[src/rtl/cod_cfg.svh]
`ifndef COD_CFG_SVH
`define COD_CFG_SVH

// ----------------------------------------------------------------
// Divider select field
// ----------------------------------------------------------------
`define COD_SEL_MSB 1
`define COD_SEL_LSB 0
`define COD_SEL_RESET 2'h0

// ----------------------------------------------------------------
// Divider terminal counts (half period minus one, in clocks)
// ----------------------------------------------------------------
`define COD_TERM_DIV4 2'h1
`define COD_TERM_DIV2 2'h0

`endif

[src/rtl/cod_pkg.sv]
package cod_pkg;

  // ----------------------------------------------------------------
  // Divider select codes
  // ----------------------------------------------------------------
  typedef enum logic [1:0] {
    COD_DIV4 = 2'h0,
    COD_DIV2 = 2'h1,
    COD_DIV1 = 2'h2,
    COD_OFF  = 2'h3
  } cod_sel_t;

  // ----------------------------------------------------------------
  // Switch sequencer states
  // ----------------------------------------------------------------
  typedef enum logic [1:0] {
    COD_ST_RUN      = 2'b00,
    COD_ST_GATE_OFF = 2'b01,
    COD_ST_STOPPED  = 2'b10
  } cod_state_t;

  // ----------------------------------------------------------------
  // Pin bundle for the clock output
  // ----------------------------------------------------------------
  typedef struct packed {
    logic oe;
    logic div_level;
  } cod_pin_t;

endpackage

[src/rtl/cod_div.sv]
`include "cod_cfg.svh"

module cod_div #(
  parameter int W = 2
) (
  // Clock and reset
  input wire logic ref_clk,
  input wire logic rst_n,
  // Control
  input wire logic run,
  input wire logic clr,
  input wire logic [W-1:0] term,
  // Result
  output logic tick
);

  logic [W-1:0] cnt_q;
  logic [W-1:0] cnt_d;
  wire logic at_term;

  // ----------------------------------------------------------------
  // Half-period counter
  // ----------------------------------------------------------------
  assign at_term = (cnt_q == term);
  assign tick = run & at_term;

  always_comb begin
    cnt_d = cnt_q;
    if (clr || !run || at_term) begin
      cnt_d = '0;
    end else begin
      cnt_d = cnt_q + {{(W-1){1'b0}}, 1'b1};
    end
  end

  always_ff @(posedge ref_clk or negedge rst_n) begin
    if (!rst_n) begin
      cnt_q <= '0;
    end else begin
      cnt_q <= cnt_d;
    end
  end

endmodule

[src/rtl/cod_top.sv]
// Functional notes
// - Clock output runs at system clock, half, or quarter rate, chosen by software.
// - Divide select is a two-bit field at bits 1 and 0.
// - After reset the select field gives a quarter-rate clock output.
// - Select code 3 stops the clock output toggling.
// - Clock output pin stays actively driven while reset is asserted.
`include "cod_cfg.svh"

module cod_top
  import cod_pkg::*;
(
  // Clock and reset
  input wire logic ref_clk,
  input wire logic rst_n,
  // Control from device logic
  input wire logic [1:0] out_clock_divide_sel,
  // Clock output pin
  output logic ext_clock_out,
  output logic ext_clock_oe,
  // Status
  output logic [1:0] active_sel
);

  // ----------------------------------------------------------------
  // State
  // ----------------------------------------------------------------
  cod_state_t state_q;
  cod_state_t state_d;
  cod_sel_t act_q;
  cod_sel_t act_d;
  cod_pin_t pin_q;
  cod_pin_t pin_d;
  logic out_q;
  logic out_d;
  logic full_q;
  logic full_d;
  logic gate_en_q;
  logic gate_en_d;
  logic gate_q;

  // ----------------------------------------------------------------
  // Decode
  // ----------------------------------------------------------------
  wire cod_sel_t req;
  wire logic req_new;
  wire logic div_run;
  wire logic [1:0] div_term;
  wire logic tick;
  wire logic fall_pt;
  wire logic apply;

  assign req = cod_sel_t'(out_clock_divide_sel[`COD_SEL_MSB:`COD_SEL_LSB]);
  assign req_new = (req != act_q);
  assign div_run = (act_q == COD_DIV4) || (act_q == COD_DIV2);
  assign div_term = (act_q == COD_DIV4) ? `COD_TERM_DIV4 : `COD_TERM_DIV2;
  // Change only on a falling edge so no runt pulse reaches the board
  assign fall_pt = out_q & tick;
  assign apply = req_new && (state_q == COD_ST_RUN) && div_run && fall_pt;

  // ----------------------------------------------------------------
  // Transition decode
  // ----------------------------------------------------------------
  wire logic in_run;
  wire logic in_stopped;
  wire logic want_full;
  wire logic want_off;
  wire logic leave_full;
  wire logic wake;

  assign in_run = (state_q == COD_ST_RUN);
  assign in_stopped = (state_q == COD_ST_STOPPED);
  assign want_full = (req == COD_DIV1);
  assign want_off = (req == COD_OFF);
  // Full rate is left through the gate-off state, so the gate drops while the clock is low
  assign leave_full = in_run && full_q && req_new;
  assign wake = in_stopped && req_new;

  // ----------------------------------------------------------------
  // Divider
  // ----------------------------------------------------------------
  // Held clear outside the divided modes, so a restart opens with a whole low phase
  cod_div #(
    .W(2)
  ) u_div (
    .ref_clk(ref_clk),
    .rst_n(rst_n),
    .run(div_run),
    .clr(apply),
    .term(div_term),
    .tick(tick)
  );

  // ----------------------------------------------------------------
  // Switch sequencer
  // ----------------------------------------------------------------
  always_comb begin
    state_d = state_q;
    act_d = act_q;
    out_d = out_q ^ tick;
    full_d = full_q;
    gate_en_d = gate_en_q;
    case (state_q)
      COD_ST_RUN: begin
        if (full_q) begin
          out_d = 1'b0;
          if (leave_full) begin
            gate_en_d = 1'b0;
            state_d = COD_ST_GATE_OFF;
          end
        end else if (apply) begin
          out_d = 1'b0;
          act_d = req;
          if (want_full) begin
            full_d = 1'b1;
            gate_en_d = 1'b1;
          end else if (want_off) begin
            state_d = COD_ST_STOPPED;
          end
        end
      end
      COD_ST_GATE_OFF: begin
        // Gate drops on the falling edge inside this state, after one last high phase; divided level is held low
        out_d = 1'b0;
        full_d = 1'b0;
        act_d = req;
        state_d = want_off ? COD_ST_STOPPED : COD_ST_RUN;
        if (want_full) begin
          full_d = 1'b1;
          gate_en_d = 1'b1;
          state_d = COD_ST_RUN;
        end
      end
      COD_ST_STOPPED: begin
        out_d = 1'b0;
        if (wake) begin
          act_d = req;
          state_d = COD_ST_RUN;
          if (want_full) begin
            full_d = 1'b1;
            gate_en_d = 1'b1;
          end
        end
      end
      default: begin
        state_d = COD_ST_RUN;
        out_d = 1'b0;
      end
    endcase
  end

  // ----------------------------------------------------------------
  // Sequencer registers
  // ----------------------------------------------------------------
  always_ff @(posedge ref_clk or negedge rst_n) begin
    if (!rst_n) begin
      state_q <= COD_ST_RUN;
      act_q <= cod_sel_t'(`COD_SEL_RESET);
    end else begin
      state_q <= state_d;
      act_q <= act_d;
    end
  end

  always_ff @(posedge ref_clk or negedge rst_n) begin
    if (!rst_n) begin
      out_q <= 1'b0;
    end else begin
      out_q <= out_d;
    end
  end

  always_ff @(posedge ref_clk or negedge rst_n) begin
    if (!rst_n) begin
      full_q <= 1'b0;
      gate_en_q <= 1'b0;
    end else begin
      full_q <= full_d;
      gate_en_q <= gate_en_d;
    end
  end

  // ----------------------------------------------------------------
  // Full-rate gate
  // ----------------------------------------------------------------
  // Enable moves while the clock is low, so the gated clock has no glitch
  always_ff @(negedge ref_clk or negedge rst_n) begin
    if (!rst_n) begin
      gate_q <= 1'b0;
    end else begin
      gate_q <= gate_en_q;
    end
  end

  // ----------------------------------------------------------------
  // Pin registers
  // ----------------------------------------------------------------
  // Enable never drops, reset included, so the board never sees a floating clock
  assign pin_d = '{oe: 1'b1, div_level: out_d};

  always_ff @(posedge ref_clk or negedge rst_n) begin
    if (!rst_n) begin
      pin_q <= '{oe: 1'b1, div_level: 1'b0};
    end else begin
      pin_q <= pin_d;
    end
  end

  // ----------------------------------------------------------------
  // Output drive
  // ----------------------------------------------------------------
  wire logic gated_clk;
  wire logic pin_level;

  // Undivided rate cannot come from a flop on this clock; it is a gated copy
  // The board sees it only after the gate flop has risen with the clock low
  assign gated_clk = ref_clk & gate_q;
  assign pin_level = full_q ? gated_clk : pin_q.div_level;
  assign ext_clock_out = pin_level;
  assign ext_clock_oe = pin_q.oe;
  assign active_sel = act_q;

endmodule

[config.mk]
export PLATFORM = sky130hd
export DESIGN_NAME = cod_top
export DESIGN_NICKNAME = d
export VERILOG_FILES = /design/src/rtl/cod_pkg.sv /design/src/rtl/cod_div.sv /design/src/rtl/cod_top.sv
export VERILOG_INCLUDE_DIRS = /design/src /design/src/rtl
export SDC_FILE = /design/constraint.sdc
export NUM_CORES = 1
export LEC_CHECK = 0
export BUFFER_PORTS_ARGS = -buffer_cell sky130_fd_sc_hd__buf_4
export CORE_MARGIN = 2
export CORE_UTILIZATION = 49
export CTS_CLUSTER_SIZE = 12
export DETAILED_ROUTE_END_ITERATION = 8
export HOLD_SLACK_MARGIN = 0.05
export PLACE_DENSITY_LB_ADDON = 0.05
export SLEW_MARGIN = 30
export SYNTH_ARGS = -nofsm -noshare
export SYNTH_HDL_FRONTEND = slang
export SYNTH_SLANG_ARGS = --single-unit
[constraint.sdc]
create_clock -name ref_clk -period 1.6 [get_ports ref_clk]
set_input_delay 0.16 -clock ref_clk [delete_from_list [all_inputs] [get_ports ref_clk]]
set_output_delay 0.16 -clock ref_clk [all_outputs]
set_load 0.005 [all_outputs]
==> results of run 1 <==
-- through the flow --
stage	setup WS, ns	std cells	power [W]
floorplan	-0.112	69	0.00112
global placement	-0.0353	99	0.00147
detailed placement	-0.0853	99	0.00149
CTS	-0.413	107	0.00186
global route	-0.469	108	0.00218
finish	-0.412	108	0.00203
-- area by class of cell --
cell class	instances	share of cell area
Inverter	7	0.0277
Sequential cell	10	0.265
Multi-Input combinational cell	50	0.468
Clock buffer	8	0.0699
Timing Repair Buffer	18	0.149
Tap cell	15	0.0198
-- state kept, by name, summed over array words and instances (netlist names) --
name / flops
gate_en_q: 1
full_q: 1
pin_q: 1
gate_q: 1
active_sel: 2
u_div.cnt_q: 2
state_q: 2
-- worst min-delay path: stages --
cell and delay (ns):
buf_4 0.15, nand2_1 0.06, o31ai_1 0.07
-- final timing paths --
path / to / slack, ns / depth (start not counted)
hold reg to reg: gate_en_q$_DFFE_PN0P_ / 0.54 / 1
max in group asynchronous: gate_q$_DFF_NN0_ / 0.62 / 2
hold / removal: state_q[1]$_DFFE_PN0P_ / 0.09 / 3
setup reg to reg: active_sel[0]$_DFFE_PN0P_ / -0.17 / 7
setup / recovery: ext_clock_out / -0.41 / 3
min in group asynchronous: gate_en_q$_DFFE_PN0P_ / 0.14 / 2
-- layout by cell type, fill, tap and decap left out, types with 2 or more instances in the layout --
| master | n |
|---|---|
| buf_4 | 17 |
| dfrtp_1 | 8 |
| inv_1 | 6 |
| clkbuf_4 | 6 |
| nand2_1 | 4 |
| o21ai_1 | 4 |
| nor3_1 | 3 |
| nor2_1 | 3 |
| a21oi_1 | 3 |
| o31ai_1 | 3 |
| ha_1 | 3 |
| nor3_2 | 2 |
| mux2i_1 | 2 |
-- report_power, final --
| part | switching, W | total (W) | internal [W] |
|---|---|---|---|
| logic | 0.000573 | 0.00117 | 0.000602 |
| registers | 0.000118 | 0.000492 | 0.000375 |
| clock network | 0.000126 | 0.000365 | 0.000239 |
| total | 0.000817 | 0.00203 | 0.00122 |
-- timing repair --
| item | 4_1_cts | 5_1_grt |
|---|---|---|
| gates resized for setup | 3 | 7 |
| buffers inserted | 0 | 1 |
| hold buffers | 1 | 0 |
| cloned | 0 | 0 |
| endpoints found under the setup margin | 5 | 8 |
| pin swaps | 1 | 3 |
| hold endpoints to repair | 9 | 0 |
-- per-layer routing --
layer	up-vias	GRT usage	wire length, um
met5	-	0	0
met1	316	0.317	708
met2	24	0.340	819
met4	0	0.183	55
met3	7	0.0978	100
li1	291	-	-
-- cell families (layout without fill, tap and decap cells) --
family,after synthesis,in the layout
AO/OA/AOI/OAI,17,17
XOR/XNOR,3,3
adder cells (fa/ha/maj),5,5
buffers and inverters,9,33
flip-flops,10,10
multiplexers,3,3
other,1,1
AND/OR/NAND/NOR,21,21
==> impl_metrics.yaml, run 1 <==
worst_setup_path:
  cp.arrival_ns: 1.85
  path_delay_family: "flip-flops"
  crit_type: "flop to output pin"
  critPathMaxStageDelay_ns: 0.39
  r2r_start: "active_sel[0]$_DFFE_PN0P_"
  endpoint_kind: "output pin"
  slowest_stage: "dfrtn_1"
  startpoint_type: "flop"
  path_cells: "nand3_1, o21ai_1, buf_4"
  path_max_fanout: 1
  path_buf_inv: 1
  critPathRequiredTime_ns: 1.44
  worstSetupStartpoint: "gate_q$_DFF_NN0_"
sta:
  rsz0062_at_grt: "yes"
  skew_ns: 0.0150
  whs_ns: 0.0948
  finalSetupViolations: 6
  fin_ws_ns: -0.412
  final-hold-violation-count: 0
  slew_viol_final: 0
  setup_tns_ns: -0.686
yosys:
  synth_common_cells: "9 x dfrtp_1, 6 x inv_1, 5 x ha_1"
  ys_ff_latch: 10
  syn_nets: 78
  synthAdderAreaFrac: 0.0943
  synth_xor_area_frac: 0.0509
  async_flop_share: 1.00
  synth_top_area_frac: 0.340
  mappedNetlistArea_um2: 663
  syn_inst: 69
  yosysSeqAreaShare: 0.377
  avgSynthCellArea_um2: 9.61
  synth_cell_types: 36
  synth_mux_area_frac: 0.0472
  yosysMostFrequentCell: "dfrtp_1"
  synth-compound-area-share: 0.177
  synthSimpleGateAreaFrac: 0.189
  synthTopCellsByArea: "dfrtp_1 34%, ha_1 9.4%, dfrtn_1 3.8%, inv_1 3.4%, o31ai_1 3.4%"
  synth-edff-count: 0
  synth_top_cell_by_area: "dfrtp_1"
  synth_warnings: 0
  synth_flop_cell: "dfrtp_1"
  synth_top_family_by_area: "simple AND/OR/NAND/NOR gates"
floorplanning:
  dieHeight_um: 40.8
  core-area_um2: 1280
  dieArea_um2: 1660
  fp-row-count: 13
  start_util: 0.516
  die_w_um: 40.8
  design.portCount: 8
grt:
  grt_usage: 0.251
  grt_pass1_wl_um: 2530
  grt_pass1_vias: 543
  grt_overflow_total: 0
  antenna_found_initial: 0
  grt_max_degree: 11
drt:
  drc: 0
  drt_iter0_markers: 16
  vias_per_cell: 5.91
  first_pass_iters: 4
  drt_wl_total_um: 1680
  wl_per_cell_um: 15.6
  final_antenna_net_count: 0
  num_vias: 638
cells_and_area:
  final_core_util: 0.738
  nFillCells: 89
  fin_nets: 103
  diodes: 0
  final_cell_area_um2: 948
  seqCellArea_um2: 251
  multi_input_area_um2: 444
  drive_above_1_share: 0.430
  area_growth_pct: 43.0
placement:
  placed_cell_area_um2: 811
  dpl.hpwl_um: 1170
  io_buffers: 6
  gp_congestion: 0.918
hold_path:
  hp-class: "input port to flop"
  hold_start: "out_clock_divide_sel[1]"
power:
  power_per_cell_area_nw_per_um2: 2140
  leakagePower_nw: 0.432
  max-vdd-ir-drop_v: 0.00125
outcome:
  violations: "negative setup slack"
  status: "finished with violations"
cts:
  cts.clk_slew.worst_paths_ns: 0.07
  tritoncts: "done"
  clock_latency_ns: 0.40
job:
  cap_viol_max_count: 0
Power figures use the tool's default switching activity.
==> inputs of run 2 (changes only) <==
--- a/config.mk
+++ b/config.mk
@@ -16,4 +16,5 @@
 export SLEW_MARGIN = 30
 export SYNTH_ARGS = -nofsm -noshare
 export SYNTH_HDL_FRONTEND = slang
+export SYNTH_HIERARCHICAL = 1
 export SYNTH_SLANG_ARGS = --single-unit
==> impl_metrics.yaml, run 2 <==
outcome:
  status: "finished with violations"
  violations: "negative setup slack"
yosys:
  yosysMostFrequentCell: "dfrtp_1"
  synth_top_area_frac: 0.335
  mappedNetlistArea_um2: 672
  async_flop_share: 1.00
  synthTopCellsByArea: "dfrtp_1 34%, ha_1 9.3%, inv_1 3.9%, xnor2_1 3.9%, a21oi_1 3.7%"
  ys_ff_latch: 10
  synth_top_cell_by_area: "dfrtp_1"
  yosysSeqAreaShare: 0.372
  synth-edff-count: 0
  synth_warnings: 6
  synth_cell_types: 33
  synth_common_cells: "9 x dfrtp_1, 7 x inv_1"
  synth_flop_cell: "dfrtp_1"
  syn_inst: 74
  avgSynthCellArea_um2: 9.08
power:
  leakagePower_nw: 0.497
  max-vdd-ir-drop_v: 0.00114
  switchingPower_w: 0.000787
  power.internal_w: 0.00124
  clkPwrFrac: 0.189
  comb_power_share: 0.579
  p_total_w: 0.00203
  power_frac_seq: 0.232
  power_per_cell_area_nw_per_um2: 2020
  switching_share: 0.388
sta:
  slew_viol_final: 0
  final-hold-violation-count: 0
  rsz0062_at_grt: "yes"
  finalSetupViolations: 9
  whs_ns: 0.0480
  skew_ns: 0.0146
  fin_ws_ns: -0.414
grt:
  grt_max_degree: 11
  grt_usage: 0.251
  antenna_found_initial: 0
  grt_pass1_wl_um: 2420
  grt_pass1_vias: 571
  grt_overflow_total: 0
cts:
  cts.clk_slew.worst_paths_ns: 0.07
  clock_latency_ns: 0.41
  tritoncts: "done"
floorplanning:
  fp-row-count: 13
  design.portCount: 8
  dieArea_um2: 1680
  start_util: 0.523
  dieHeight_um: 41.0
  core-area_um2: 1280
  die_w_um: 41.0
cells_and_area:
  fin_cells: 121
  multi_input_area_um2: 452
  final_cell_mix: "19 x buf_4, 8 x dfrtp_1, 7 x inv_1"
  nFillCells: 94
  seqCellArea_um2: 251
  fin_nets: 116
  area_growth_pct: 49.3
  final_core_util: 0.781
  diodes: 0
  drive_above_1_share: 0.415
  final_common_cell: "buf_4"
placement:
  place_ws_ns: -0.294
  dpl.hpwl_um: 1060
  io_buffers: 6
  dp.cells: 109
  gp_congestion: 0.822
worst_setup_path:
  critPathMaxStageDelay_ns: 0.38
  slowest_stage: "dfrtn_1"
  worstSetupStartpoint: "gate_q$_DFF_NN0_"
  cp.arrival_ns: 1.85
  path_cells: "nand3_1, o21ai_1, buf_4"
  endpoint_kind: "output pin"
  startpoint_type: "flop"
  r2r_start: "active_sel[1]$_DFFE_PN0P_"
  crit_type: "flop to output pin"
  path_max_fanout: 1
  critPathRequiredTime_ns: 1.44
hold_path:
  hp-class: "input port to flop"
  hold_start: "out_clock_divide_sel[1]"
drt:
  drt_wl_total_um: 1630
  first_pass_iters: 4
  wl_met2_um: 751
  num_vias: 646
  wl_per_cell_um: 13.5
  vias_per_cell: 5.34
  m1WireLength_um: 738
  drt_iter0_markers: 20
  routed.top_layer: "met4"
  drc: 0
  met3_length_um: 97
  final_antenna_net_count: 0
job:
  cap_viol_max_count: 0
run 2: timing repair:
action                                 4_1_cts  5_1_grt
pin swaps                                    6        4
hold buffers                                 2        0
endpoints found under the hold margin       10        0
buffers inserted                             1        2
gates resized for setup                     10        5
setup endpoints to repair                    9        9
run 2: layer usage:
metal,track usage,vias up
li1,-,317
met1,0.312,302
met2,0.309,21
met3,0.120,6
met4,0.233,0
met5,0,-
run 2: final timing paths:
check                                           endpoint  slack [ns]  cells after the start
max in group asynchronous               gate_q$_DFF_NN0_        0.63                      2
worst min register to register     gate_en_q$_DFFE_PN0P_        0.52                      1
worst min-delay path              state_q[1]$_DFFE_PN0P_        0.05                      3
worst max-delay path                       ext_clock_out       -0.41                      3
worst max register to register     gate_en_q$_DFFE_PN0P_       -0.28                     11
min in group asynchronous       u_div/cnt_q[1]$_DFF_PN0_        0.12                      2
run 2: layout make-up:
class                      instances  area share
multi-input combinational         58       0.450
sequential                        10       0.251
timing repair buffer              23       0.188
clock buffer                       8      0.0661
inverter                           7      0.0262
tap                               15      0.0187
run 2: cells by family (layout without fill, tap and decap cells):
group	count (synthesis)	count (layout)	share of synthesized area
AOI/OAI and AO/OA	20	20	0.184
xor gates and xnor gates	4	4	0.0522
adders and majority gates	5	5	0.0931
buffers and inverters	8	38	0.0503
DFF	10	10	0.372
muxes	2	2	0.0335
other	2	4	0.0112
and+or+nand+nor	23	23	0.203
run 2: metrics by stage:
step / setup TNS (ns) / cell area [um^2]
2_1_floorplan: -0.507 / 696
4_1_cts: -1.51 / 970
5_1_grt: -2.76 / 1000
3_5_place_dp: -1.08 / 850
3_3_place_gp: -0.897 / 850
6_report: -1.88 / 1000
run 2: power groups by stage:
stage	Clock, W	Sequential, W	Combinational (W)
5_1_grt	0.000415	0.000486	0.00127
2_1_floorplan	0.0000121	0.000498	0.000575
6_report	0.000384	0.000470	0.00117
3_3_place_gp	0.0000311	0.000470	0.00100
4_1_cts	0.000388	0.000469	0.00112
3_5_place_dp	0.0000311	0.000474	0.00101
run 2: worst max-delay path: cells and delay by family (launching register included):
| family | cells | cell delay [ns] |
|---|---|---|
| buffers and inverters | 1 | 0.12 |
| and+or+nand+nor | 1 | 0.06 |
| DFF | 1 | 0.38 |
| AOI/OAI and AO/OA | 1 | 0.08 |
==> inputs of run 3 (changes only) <==
--- a/config.mk
+++ b/config.mk
@@ -7,10 +7,12 @@
 export NUM_CORES = 1
 export LEC_CHECK = 0
 export BUFFER_PORTS_ARGS = -buffer_cell sky130_fd_sc_hd__buf_4
-export CORE_MARGIN = 2
-export CORE_UTILIZATION = 49
+export CORE_AREA = 2 2 39 41
+export CTS_BUF_LIST = sky130_fd_sc_hd__clkbuf_2 sky130_fd_sc_hd__clkbuf_4 sky130_fd_sc_hd__clkbuf_8
+export CTS_CLUSTER_DIAMETER = 50
 export CTS_CLUSTER_SIZE = 12
 export DETAILED_ROUTE_END_ITERATION = 8
+export DIE_AREA = 0 0 41 43
 export HOLD_SLACK_MARGIN = 0.05
 export PLACE_DENSITY_LB_ADDON = 0.05
 export SLEW_MARGIN = 30
==> constraint.sdc (replaced) <==
create_clock -name ref_clk -period 1.6 [get_ports ref_clk]
set_input_delay 0.24 -clock ref_clk [delete_from_list [all_inputs] [get_ports ref_clk]]
set_output_delay 0.24 -clock ref_clk [all_outputs]
set_load 0.005 [all_outputs]
==> impl_metrics.yaml, run 3 (same netlist as run 2, synthesis figures left out) <==
drt:
  vias_per_cell: 5.41
  final_antenna_net_count: 0
  wl_per_cell_um: 14.1
  num_vias: 638
  drt_wl_total_um: 1660
  first_pass_iters: 4
  drc: 0
  drt_iter0_markers: 12
power:
  power_per_cell_area_nw_per_um2: 2020
  comb_power_share: 0.570
  switchingPower_w: 0.000776
  clkPwrFrac: 0.190
  max-vdd-ir-drop_v: 0.00109
  power_frac_seq: 0.240
  leakagePower_nw: 0.484
  power.internal_w: 0.00121
  switching_share: 0.392
worst_setup_path:
  critPathMaxStageDelay_ns: 0.39
  path_buf_inv: 1
  slowest_stage: "dfrtn_1"
  rr_worst_depth: 9
  path_cells: "nand3_1, o21ai_1, buf_4"
  cp.depth: 3
  startpoint_type: "flop"
  cp.arrival_ns: 1.85
  r2r_end: "active_sel[0]$_DFFE_PN0P_"
  endpoint_kind: "output pin"
  worstSetupStartpoint: "gate_q$_DFF_NN0_"
  reg2reg_slack_ns: -0.28
  crit_type: "flop to output pin"
  path_delay_family: "flip-flops"
  r2r_start: "active_sel[1]$_DFFE_PN0P_"
  critPathRequiredTime_ns: 1.36
  critPathCapture: "ext_clock_out"
  path_max_fanout: 1
sta:
  rsz0062_at_grt: "yes"
  finalSetupViolations: 9
  fin_ws_ns: -0.485
  skew_ns: 0.0157
  slew_viol_final: 0
  whs_ns: 0.147
  final-hold-violation-count: 0
grt:
  grt_overflow_total: 0
  met3_usage: 0.0942
  grt_most_used_layer: "met2"
  grt_max_degree: 11
  grt_usage: 0.248
  antenna_found_initial: 0
  grt_pass1_vias: 655
  grt_use_met2: 0.325
  gr-usage-met1: 0.304
  grt_pass1_wl_um: 2770
placement:
  placed_cell_area_um2: 851
  dpl.hpwl_um: 1160
  place_ws_ns: -0.242
  gp_congestion: 0.835
  io_buffers: 6
floorplanning:
  dieHeight_um: 43
  die_w_um: 41
  dieArea_um2: 1760
  fp-row-count: 14
  start_util: 0.486
  core-area_um2: 1380
  design.portCount: 8
cts:
  tritoncts: "done"
  cts.clk_slew.worst_paths_ns: 0.07
  clock_latency_ns: 0.39
cells_and_area:
  final_core_util: 0.708
  final_cell_mix: "17 x buf_4, 8 x dfrtp_1, 7 x inv_1"
  drive_above_1_share: 0.422
  final_common_cell: "buf_4"
  fin_nets: 112
  final_cell_area_um2: 980
  area_growth_pct: 45.8
  nFillCells: 122
  diodes: 0
outcome:
  status: "finished with violations"
  violations: "negative setup slack"
hold_path:
  hp-class: "input port to flop"
job:
  cap_viol_max_count: 0
[run 3: how the worst min path moves through the flow]
stage | start | endpoint | slack, ns | cells past startpoint
after detailed placement | rst_n | full_q$_DFFE_PN0P_ | 0.08 | 1
after global placement | rst_n | gate_en_q$_DFFE_PN0P_ | 0.08 | 1
after global routing | out_clock_divide_sel[0] | state_q[1]$_DFFE_PN0P_ | 0.14 | 3
final | out_clock_divide_sel[0] | state_q[1]$_DFFE_PN0P_ | 0.15 | 3
after floorplan | rst_n | active_sel[0]$_DFFE_PN0P_ | -0.06 | 0
after CTS | out_clock_divide_sel[0] | active_sel[0]$_DFFE_PN0P_ | 0.14 | 2
[run 3: layout make-up]
class                   instances  area (um^2)  share of cell area
multi-input cells              58          463               0.473
flip-flops and latches         10          251               0.257
repair buffers                 19          153               0.156
clock buffers                   8         66.3              0.0677
inverters                       7         26.3              0.0268
well taps                      16         20.0              0.0204
[run 3: metrics by stage]
stage / TNS (ns) / std cells / total power [W]
final: -1.82 / 118 / 0.00198
after global routing: -2.77 / 118 / 0.00215
after CTS: -1.73 / 118 / 0.00196
after detailed placement: -1.29 / 110 / 0.00151
after global placement: -0.983 / 110 / 0.00150
after floorplan: -0.507 / 76 / 0.00109
[run 3: worst min-delay path: cells and delay by family]
kind | cells | cell delay [ns]
buffers and inverters | 1 | 0.13
AOI/OAI and AO/OA | 1 | 0.04
and+or+nand+nor | 1 | 0.07
[run 3: per-layer routing]
| metal | vias up | share of wire |
|---|---|---|
| met4 | 0 | 0.024 |
| met5 | - | 0 |
| met2 | 23 | 0.47 |
| li1 | 304 | - |
| met3 | 4 | 0.056 |
| met1 | 307 | 0.44 |
[run 3: repair_timing]
item,CTS,global route
gates resized for setup,12,5
buffers inserted,0,1
endpoints found under the hold margin,9,0
hold buffers,1,0
pin swaps,6,4
endpoints found under the setup margin,9,9
[run 3: power groups by stage]
stage / Sequential (W) / Combinational [W] / Clock [W]
6_report: 0.000476 / 0.00113 / 0.000376
5_1_grt: 0.000497 / 0.00124 / 0.000410
4_1_cts: 0.000471 / 0.00109 / 0.000393
3_5_place_dp: 0.000475 / 0.00100 / 0.0000311
3_3_place_gp: 0.000471 / 0.000994 / 0.0000311
2_1_floorplan: 0.000498 / 0.000575 / 0.0000121
